**config.mk**
```make
export PLATFORM = sky130hd
export DESIGN_NAME = sfpc_top
export DESIGN_NICKNAME = d
export VERILOG_FILES = /design/src/shared/sfpc_pkg.sv /design/src/rtl/sfpc_top.sv
export SDC_FILE = /design/constraint.sdc
export NUM_CORES = 1
export LEC_CHECK = 0
export BUFFER_PORTS_ARGS = -buffer_cell sky130_fd_sc_hd__clkbuf_2
export CORE_UTILIZATION = 45
export CTS_CLUSTER_SIZE = 40
export DETAILED_ROUTE_END_ITERATION = 7
export GPL_ROUTABILITY_DRIVEN = 0
export GPL_TIMING_DRIVEN = 0
export PLACE_DENSITY = 0.8
export SLEW_MARGIN = 10
export SYNTH_ARGS = -nofsm -noshare
export SYNTH_HDL_FRONTEND = slang
export SYNTH_SLANG_ARGS = --single-unit
```
**constraint.sdc**
```tcl
create_clock -name clk_i -period 1.7 [get_ports clk_i]
set_clock_uncertainty 0.05 [all_clocks]
set_input_delay 0.255 -clock clk_i [delete_from_list [all_inputs] [get_ports clk_i]]
set_output_delay 0.255 -clock clk_i [all_outputs]
set_load 0.05 [all_outputs]
```
**src/shared/sfpc_pkg.sv**
```systemverilog
// Constants and types for the presettable counter
package sfpc_pkg;

    // ----------------------------------------------------------------
    // Counter widths and states
    // ----------------------------------------------------------------
    localparam int          CNT_W    = 4;
    localparam logic [3:0]  CNT_ZERO = 4'h0;
    localparam logic [3:0]  CNT_ONE  = 4'h1;
    localparam logic [3:0]  DEC_MAX  = 4'h9;
    localparam logic [3:0]  BIN_MAX  = 4'hf;

    // ----------------------------------------------------------------
    // Wishbone register map (byte addresses)
    // ----------------------------------------------------------------
    localparam int          WB_AW     = 4;
    localparam int          WB_DW     = 32;
    localparam logic [3:0]  ADDR_CTRL = 4'h0;
    localparam logic [3:0]  ADDR_STAT = 4'h4;

    // Control register fields
    localparam int          CTRL_OVR      = 0;
    localparam int          CTRL_LOAD_N   = 1;
    localparam int          CTRL_CEP      = 2;
    localparam int          CTRL_CET      = 3;
    localparam int          CTRL_CLR_N    = 4;
    localparam int          CTRL_STEP     = 5;
    localparam int          CTRL_DATA_LSB = 8;
    localparam logic [15:0] CTRL_RESET    = 16'h001e;

    // Status register fields
    localparam int          STAT_TC    = 4;
    localparam int          STAT_DEC   = 5;
    localparam int          STAT_ASYNC = 6;

    // ----------------------------------------------------------------
    // Variant selection and per-edge action
    // ----------------------------------------------------------------
    typedef enum logic { SFPC_MOD_DECADE, SFPC_MOD_BINARY } sfpc_mod_t;
    typedef enum logic { SFPC_CLR_ASYNC, SFPC_CLR_SYNC } sfpc_clr_t;
    typedef enum logic [1:0] { SFPC_ACT_CLEAR, SFPC_ACT_LOAD,
                               SFPC_ACT_COUNT, SFPC_ACT_HOLD } sfpc_act_t;

endpackage

```
**src/rtl/sfpc_top.sv**
```systemverilog
// Four-bit synchronous presettable counter with Wishbone control access
module sfpc_top
    import sfpc_pkg::*;
#(
    parameter sfpc_pkg::sfpc_mod_t MODULUS     = sfpc_pkg::SFPC_MOD_DECADE,
    parameter sfpc_pkg::sfpc_clr_t CLEAR_STYLE = sfpc_pkg::SFPC_CLR_ASYNC
) (
    // Clock and reset
    input  wire logic                         clk_i,
    input  wire logic                         rst_i,
    // Wishbone classic slave
    input  wire logic                         wb_cyc_i,
    input  wire logic                         wb_stb_i,
    input  wire logic                         wb_we_i,
    input  wire logic [sfpc_pkg::WB_AW-1:0]   wb_adr_i,
    input  wire logic [3:0]                   wb_sel_i,
    input  wire logic [sfpc_pkg::WB_DW-1:0]   wb_dat_i,
    output logic      [sfpc_pkg::WB_DW-1:0]   wb_dat_o,
    output logic                              wb_ack_o,
    // Counter controls from same-clock logic
    input  wire logic                         count_clock_i,
    input  wire logic                         load_enable_n_i,
    input  wire logic                         count_enable_parallel_i,
    input  wire logic                         count_enable_trickle_i,
    input  wire logic                         async_clear_n_i,
    input  wire logic                         sync_clear_n_i,
    input  wire logic [sfpc_pkg::CNT_W-1:0]   preset_data_in_i,
    // Counter outputs
    output logic      [sfpc_pkg::CNT_W-1:0]   count_out_o,
    output logic                              terminal_count_out_o
);
    import sfpc_pkg::*;

    // ----------------------------------------------------------------
    // Variant constants
    // ----------------------------------------------------------------
    localparam logic IS_DEC   = (MODULUS == SFPC_MOD_DECADE);
    localparam logic IS_ASYNC = (CLEAR_STYLE == SFPC_CLR_ASYNC);
    localparam logic [3:0] MAX_STATE = IS_DEC ? DEC_MAX : BIN_MAX;

    // ----------------------------------------------------------------
    // Storage
    // ----------------------------------------------------------------
    logic [CNT_W-1:0]  count_ff;
    logic [15:0]       ctrl_ff;
    logic              step_ff;
    logic              ack_ff;
    logic [WB_DW-1:0]  rdat_ff;

    // Effective controls
    logic              ovr;
    logic              eff_load_n;
    logic              eff_cep;
    logic              eff_cet;
    logic              eff_clear_n;
    logic [CNT_W-1:0]  eff_data;
    logic              edge_en;
    logic              cnt_go;
    logic              wb_req;
    sfpc_act_t         act;

    // ----------------------------------------------------------------
    // Control source select
    // ----------------------------------------------------------------
    // Software override lets a processor drive a stage without pin logic
    assign ovr        = ctrl_ff[CTRL_OVR];
    assign eff_load_n = ovr ? ctrl_ff[CTRL_LOAD_N] : load_enable_n_i;
    assign eff_cep    = ovr ? ctrl_ff[CTRL_CEP] : count_enable_parallel_i;
    assign eff_cet    = ovr ? ctrl_ff[CTRL_CET] : count_enable_trickle_i;
    assign eff_data   = ovr ? ctrl_ff[CTRL_DATA_LSB +: CNT_W] : preset_data_in_i;

    // Only the clear of the built variant is looked at
    always_comb begin
        if (ovr) begin
            eff_clear_n = ctrl_ff[CTRL_CLR_N];
        end else if (IS_ASYNC) begin
            eff_clear_n = async_clear_n_i;
        end else begin
            eff_clear_n = sync_clear_n_i;
        end
    end

    // Counter edge: pin strobe or a software step
    assign edge_en = count_clock_i | step_ff;

    // Internal count enable is the AND of five terms
    assign cnt_go = edge_en && eff_clear_n && eff_load_n && eff_cep && eff_cet;

    // ----------------------------------------------------------------
    // Edge action decode
    // ----------------------------------------------------------------
    // Fixed priority: clear, load, count, hold
    always_comb begin
        if (!IS_ASYNC && !eff_clear_n) begin
            act = SFPC_ACT_CLEAR;
        end else if (!eff_load_n) begin
            act = SFPC_ACT_LOAD;
        end else if (eff_cep && eff_cet) begin
            act = SFPC_ACT_COUNT;
        end else begin
            act = SFPC_ACT_HOLD;
        end
    end

    // ----------------------------------------------------------------
    // Next state on a counting edge
    // ----------------------------------------------------------------
    // Illegal decade codes fold back within two counts; pairing 11->6,
    // 13->4 and 15->2 keeps the decode to a few product terms
    function automatic logic [CNT_W-1:0] sfpc_next(input logic [CNT_W-1:0] q, input logic dec);
        logic [CNT_W-1:0] r;
        r = q + CNT_ONE;
        if (dec) begin
            unique case (q)
                DEC_MAX: r = CNT_ZERO;
                4'hb:    r = 4'h6;
                4'hd:    r = 4'h4;
                4'hf:    r = 4'h2;
                default: r = q + CNT_ONE;
            endcase
        end
        return r;
    endfunction

    // ----------------------------------------------------------------
    // Count register
    // ----------------------------------------------------------------
    // Asynchronous clear also empties the flip-flops on every clock
    always_ff @(posedge clk_i) begin
        if (rst_i) begin
            count_ff <= CNT_ZERO;
        end else if (IS_ASYNC && !eff_clear_n) begin
            count_ff <= CNT_ZERO;
        end else if (edge_en) begin
            unique case (act)
                SFPC_ACT_CLEAR: count_ff <= CNT_ZERO;
                SFPC_ACT_LOAD:  count_ff <= eff_data;
                SFPC_ACT_COUNT: count_ff <= sfpc_next(count_ff, IS_DEC);
                SFPC_ACT_HOLD:  count_ff <= count_ff;
            endcase
        end
    end

    // ----------------------------------------------------------------
    // Outputs
    // ----------------------------------------------------------------
    // Mask gives the immediate clear without waiting for the clock
    assign count_out_o = (IS_ASYNC && !eff_clear_n) ? CNT_ZERO : count_ff;

    // Fully decoded; combinational so cascaded stages see it this cycle
    assign terminal_count_out_o = eff_cet && (count_out_o == MAX_STATE);

    // ----------------------------------------------------------------
    // Wishbone slave
    // ----------------------------------------------------------------
    assign wb_req = wb_cyc_i && wb_stb_i && !ack_ff;

    // One wait cycle; ack drops the cycle after it rose
    always_ff @(posedge clk_i) begin
        if (rst_i) begin
            ack_ff <= 1'b0;
        end else begin
            ack_ff <= wb_req;
        end
    end

    // Control register write, byte lanes 0 and 1 only
    always_ff @(posedge clk_i) begin
        if (rst_i) begin
            ctrl_ff <= CTRL_RESET;
        end else if (wb_req && wb_we_i && wb_adr_i == ADDR_CTRL) begin
            if (wb_sel_i[0]) begin
                ctrl_ff[7:0] <= wb_dat_i[7:0];
                ctrl_ff[CTRL_STEP] <= 1'b0;
            end
            if (wb_sel_i[1]) begin
                ctrl_ff[15:8] <= wb_dat_i[15:8];
            end
        end
    end

    // Step bit is a one-shot edge, never stored
    always_ff @(posedge clk_i) begin
        if (rst_i) begin
            step_ff <= 1'b0;
        end else begin
            step_ff <= wb_req && wb_we_i && wb_adr_i == ADDR_CTRL
                       && wb_sel_i[0] && wb_dat_i[CTRL_STEP];
        end
    end

    // Read data captured with the ack; unmapped reads give zero
    always_ff @(posedge clk_i) begin
        if (rst_i) begin
            rdat_ff <= '0;
        end else if (wb_req) begin
            rdat_ff <= '0;
            if (wb_adr_i == ADDR_CTRL) begin
                rdat_ff[15:0] <= ctrl_ff;
            end else if (wb_adr_i == ADDR_STAT) begin
                rdat_ff[CNT_W-1:0] <= count_out_o;
                rdat_ff[STAT_TC]    <= terminal_count_out_o;
                rdat_ff[STAT_DEC]   <= IS_DEC;
                rdat_ff[STAT_ASYNC] <= IS_ASYNC;
            end
        end
    end

    assign wb_ack_o = ack_ff;
    assign wb_dat_o = rdat_ff;
endmodule

```
==> results of run 1 <==
[report_power, final]
part / internal [mW] / switching (mW) / total (mW)
Clock: 0.283 / 0.306 / 0.589
Combinational: 0.0940 / 0.181 / 0.275
Sequential: 0.871 / 0.00765 / 0.879
Total: 1.25 / 0.495 / 1.74
[cell families after synthesis]
logic type / synth area share (%)
AND/OR/NAND/NOR: 20.8
AO/OA/AOI/OAI: 15.6
flip-flops: 41.1
buffers and inverters: 9.73
multiplexers: 11.0
adder cells (fa/ha/maj): 1.39
other: 0.208
[path summary, 6_finish.rpt]
kind | slack, ps | start | end
min reg2reg | 410 | wb_dat_o[6]$_SDFFE_PP0N_ | wb_dat_o[6]$_SDFFE_PP0N_
min | 160 | wb_dat_i[14] | ctrl_ff[14]$_SDFFE_PP0P_
max reg2reg | 150 | ctrl_ff[0]$_SDFFE_PP0P_ | count_ff[1]$_SDFFE_PP0P_
max | -160 | count_ff[3]$_SDFFE_PP0P_ | terminal_count_out_o
[timing repair]
item / 4_1_cts / 5_1_grt
setup buffers: 0 / 1
resized for setup: 7 / 13
endpoints found under the hold margin: 0 / 0
setup endpoints to repair: 5 / 5
gates cloned: 0 / 0
[state kept, by name (all words and copies together), names as in the netlist]
name and count:
wb_dat_o 16, ctrl_ff 15, count_ff 4, step_ff 1, wb_ack_o 1
[worst register-to-register path, stage by stage (launching register included)]
cell,delay [ps]
dfxtp_4,370
buf_6,140
nand3b_1,150
a211o_1,380
a211oi_1,270
nor2_1,70
[cell usage in the layout (no fill, tap or decap), types with 2 or more instances in the layout]
cell       n
a21oi_1   10
a221oi_2   2
a22oi_1   13
buf_2      3
buf_4     18
buf_6      2
clkbuf_1   5
clkbuf_2  50
clkbuf_8   6
clkinv_2   2
conb_1    16
dfxtp_1   34
dfxtp_4    2
ha_1       2
inv_1      4
mux2_2     4
mux2i_1   14
nand2_1    5
nand3_1    4
nor2_1    36
nor2b_1    2
nor3_1     4
nor3_2     2
nor3b_1    2
o21ai_0    3
o21ai_1    6
o221ai_1   3
[final cells by class]
type	instances	area, sq um	share of cell area, %
clock buffers	5	68.8	2.94
clock inverters	3	17.5	0.748
multi-input cells	146	955	40.8
plain buffers	24	160	6.84
repair buffers	56	315	13.5
well taps	48	60.1	2.57
flip-flops and latches	37	749	32.0
inverters	4	15.0	0.641
[stage by stage]
| stage | util (%) | power, mW | setup TNS, ps | cell area, sq um | hold WS (ps) |
|---|---|---|---|---|---|
| finish | 62.5 | 1.74 | -162 | 2340 | 157 |
| global route | 62.5 | 1.83 | -214 | 2340 | 150 |
| CTS | 61.6 | 1.75 | -139 | 2310 | 150 |
| detailed placement | 58.6 | 1.17 | 0 | 2190 | 395 |
| global placement | 58.6 | 1.16 | 0 | 2190 | 386 |
| floorplan | - | 1.10 | -121 | 1860 | 349 |
[metal layers]
metal	up-vias	global-route usage (%)	wire length [um]
met5	-	0	0
met2	65	33.9	1970
met1	740	23.9	1690
met4	0	9.51	63
met3	7	4.17	247
li1	825	-	-
==> impl_results.md, run 1 <==
* Status: complete, but fails checks
* Failing checks: setup timing
* Post-synth ARST share at 0%
* Die X at roughly 65 um
* Area Overhead vs Synth at 30.0%
* Drt pass-1 iters at 4
* Max-Cap Viols at 0
* Largest net degree at the start of global routing at 13
* Clk pin slew, worst setup/hold paths at about 70 ps
* Final setup violation count at 1
* Placed instance count at about 310
* Static Leak at 1.10 nW
* Via-per-instance ratio at slightly above 5
* Slowest CP cell: or3b_4
* Syn Inst Count at 196
* Critical path depth at 3
* Filler cell count at 330
* Vias in the first global route at between 1000 and 1500
* Worst slack, placed at between 4 and 5 ps
* FP Rows at 22
* Post-route non-filler standard cell count at about 320
* Dpl hpwl at approximately 3000 um
* Ant. Diodes at 0
* Grt total ovfl at 0
* Wire per inst at 12.3 um
* Fin crit share at 110%
* Pins Over Slew Limit at 0
* Cts hold-fix bufs at 0
* Die height at 65.3 um
* Antenna-violating nets left at 0
* Path depth of the worst reg2reg path at 5
* Layout cells sized above 1 at between 30% and 40%
* Detailed Route Iter0 Violations at about 100
* Routed vias at between 1500 and 2000
* Synth top area cells: dfxtp_1 41%, mux2i_1 7.8%, nor2_1 7.7%, buf_4 6.7%, a22oi_1 5.4%
* Netlist cell types at 40
* First-pass GRT wire length at 6470 um
* Worst-Skew Late Latency at ~280 ps
* Worst Path Arrival at between 1500 and 2000 ps
* PortBufs at 55
* Number of synthesized flops with an enable pin at 0
* Initial antenna violation count at 0
* Core box area at 3740 sq um
* Worst Path Required at 1390 ps
* Avg Inst Size Synth at ~9.2 sq um
* Worst Hold Class: in -> reg
* Seq/Total Area, Yosys at between 40% and 50%
* Main flop type after synthesis: dfxtp_1
* CTS tree: yes
* # nets final at 331
* IO Count at between 90 and 100
* Worst-path maximum fanout at 8
* Crit-path max cell delay at 390 ps
* Kind of critical path: reg -> out
* Critical Path End Type: output port
* Final WL at roughly 4000 um
* CP top delay family: simple AND/OR/NAND/NOR gates
* Top post-synthesis cells by count: 37 x dfxtp_1, 37 x nor2_1, 16 x buf_4
* VDD IR-drop max at 0.000549 V
* Root Buffer: clkbuf_8
* Ys Warns at 0
* PwrDens at approximately 740 nW/um^2
* CP startpoint kind: flop
* DIE AREA at approximately 4300 sq um
* Initial Util at roughly half
* Final min period at about 1900 ps
* Synth Cell Area at 1800 sq um
* CTS Buf Count at 5
* Total GRT Usage at between 10% and 20%
* DRC Markers at 0
* Worst-path cell chain: or3b_4 -> nor4_4 -> clkbuf_8
* Share of the synthesized area in the top cell type at between 40% and 50%
* Yosys top cell by area: dfxtp_1
* WP buf/inv at 1
* Final hold vios at 0
* Fmax at between 500 and 600 MHz
* Hold depth at 3
* Setup slack after layout at -162 ps
* CTS H-tree lvls at 2
* RSZ-0062 raised after global routing: yes
* Sink Count at 37
* Seq cells post-synth at 37
* Maximum buffer depth of the clock tree at 2
Note: power is estimated with default switching activity, not from simulation.
==> run 2, diff against run 1 <==
- CORE_ASPECT_RATIO: not set -> 0.7
==> run 2 against run 1 <==
Critical path depth is the same. Die area is essentially flat. Global-route usage grew 0.60 points. Largest cell class unchanged. Critical path type unchanged. Clock power grew 4.1%. Via count shrank 0.92%. Total power grew 1.2%. Largest power group unchanged. Register-to-register slack gained 40 ps. The flow still finishes with violations (setup timing).
==> impl_results.md, run 2 (synthesis results as in run 1) <==
* Status: complete, but fails checks
* Sink Count at 37
* Final instance area at between 2000 and 2500 sq um
* Post-Route Utilization at between 60% and 70%
* Routed vias at 1622
* Vias in the first global route at between 1000 and 1500
* PwrDens at roughly 760 nW/um^2
* Final min period at between 1500 and 2000 ps
* Detailed Route Iter0 Violations at 49
* First-pass GRT wire length at 6600 um
* Internal at 1.28 mW
* Worst Path Arrival at between 1500 and 2000 ps
* Kind of critical path: reg -> out
* Maximum buffer depth of the clock tree at 2
* Fmax at between 500 and 600 MHz
* CP startpoint kind: flop
* Combinational Power Share at ~15%
* Worst-path maximum fanout at 8
* Die X at roughly 78 um
* Via-per-instance ratio at between 5 and 6
* Core box area at roughly 3700 sq um
* Worst slew pin tran at 504 ps
* Worst-Skew Late Latency at between 200 and 300 ps
* Dpl hpwl at approximately 3100 um
* Antenna-violating nets left at 0
* Drt pass-1 iters at 4
* Cts hold-fix bufs at 0
* Total GRT Usage at between 20% and 30%
* CTS tree: yes
* Root Buffer: clkbuf_8
* Worst Path Required at 1390 ps
* Commonest non-fill, non-tap cells in the layout: 51 x clkbuf_2, 36 x nor2_1, 35 x dfxtp_1
* Die height at between 50 and 60 um
* Slew headroom at between 60% and 70%
* IO Count at a little over 90
* CTS H-tree lvls at 2
* Filler cell count at 330
* CTS Buf Count at 5
* Area Overhead vs Synth at 29.1%
* Most common cell after layout, fill and taps aside: clkbuf_2
* RSZ-0062 raised after global routing: yes
* Sequential share of power at ~50%
* DRC Markers at 0
* Worst Hold Class: in -> reg
* PortBufs at 55
* Pins Over Slew Limit at 0
* FP Rows at 18
* DIE AREA at ~4300 sq um
* Layout cells sized above 1 at between 30% and 40%
* Final hold vios at 0
* Fin crit share at 110%
* Initial Util at slightly below 50%
* Static Leak at 1.10 nW
* Ant. Diodes at 0
* NetSw at around 0.48 mW
* Setup TNS at -177 ps
* Sw Ratio at a little over a quarter
* Final WL at between 4000 and 5000 um
* Post-DP Area at about 2200 sq um
* Smallest hold slack at approximately 150 ps
* Largest net degree at the start of global routing at 11
* Initial antenna violation count at 0
* Critical Path End Type: output port
* VDD IR-drop max at 0.000370 V
* Max-Cap Viols at 0
* Setup slack after layout at -177 ps
* Final setup violation count at 1
* Worst slack, placed at -22.6 ps
* Clk pin slew, worst setup/hold paths at roughly 70 ps
* Clk network pwr share at between 30% and 40%
* Wire per inst at between 10 and 15 um
* Grt total ovfl at 0
* Max reg flops at 16
* # nets final at 331
* Failing checks: setup timing
## run 2: changes by cell type in the layout (fill, tap and decap cells not counted), sizes merged
cell / delta
clkbuf: +3
clkinvlp: -1
clkinv: -2
buf: -1
## run 2: critical path, cell delays in order (launching register included)
cell      delay [ps]
dfxtp_4          390
or3b_4           400
nor4_4           240
clkbuf_8         250
## run 2: path summary, 6_finish.rpt
kind	slack (ps)	cells after the start	to	from
max	-180	3	terminal_count_out_o	count_ff[3]$_SDFFE_PP0P_
min	150	3	ctrl_ff[15]$_SDFFE_PP0P_	wb_dat_i[15]
max reg2reg	190	5	count_ff[1]$_SDFFE_PP0P_	ctrl_ff[0]$_SDFFE_PP0P_
min reg2reg	400	2	wb_dat_o[0]$_SDFFE_PP0N_	wb_dat_o[0]$_SDFFE_PP0N_
## run 2: per-stage QoR
stage	power [mW]	instances
6_report	1.76	324
5_1_grt	1.84	324
3_3_place_gp	1.16	316
2_1_floorplan	1.10	211
3_5_place_dp	1.17	316
4_1_cts	1.77	323
## run 2: per-layer routing
metal  GRT usage (%)  up-vias  wire length [um]
met1            27.6      741              2040
met3            5.08        6               214
li1                -      821                 -
met2            32.4       54              1740
met4            8.18        0                54
met5               0        -                 0
## run 2: final cells by class
class / count / area (sq um) / area share, %
clock buffer: 7 / 86.3 / 3.71
multi-input combinational: 146 / 955 / 41.1
tap: 50 / 62.6 / 2.69
inverter: 4 / 15.0 / 0.646
timing repair buffer: 56 / 298 / 12.8
buffer: 24 / 160 / 6.89
sequential: 37 / 748 / 32.2
## run 2: repair_timing
action                                  CTS  global route
gates cloned                              0             0
buffers inserted                          0             1
endpoints found under the setup margin    5             4
gates resized for setup                   7             7
## run 2: power by group through the flow
stage	clock network [mW]	logic, mW	registers (mW)
floorplan	0	0.191	0.907
global placement	0	0.263	0.900
global route	0.664	0.293	0.879
CTS	0.624	0.269	0.880
detailed placement	0	0.266	0.900
finish	0.613	0.272	0.879
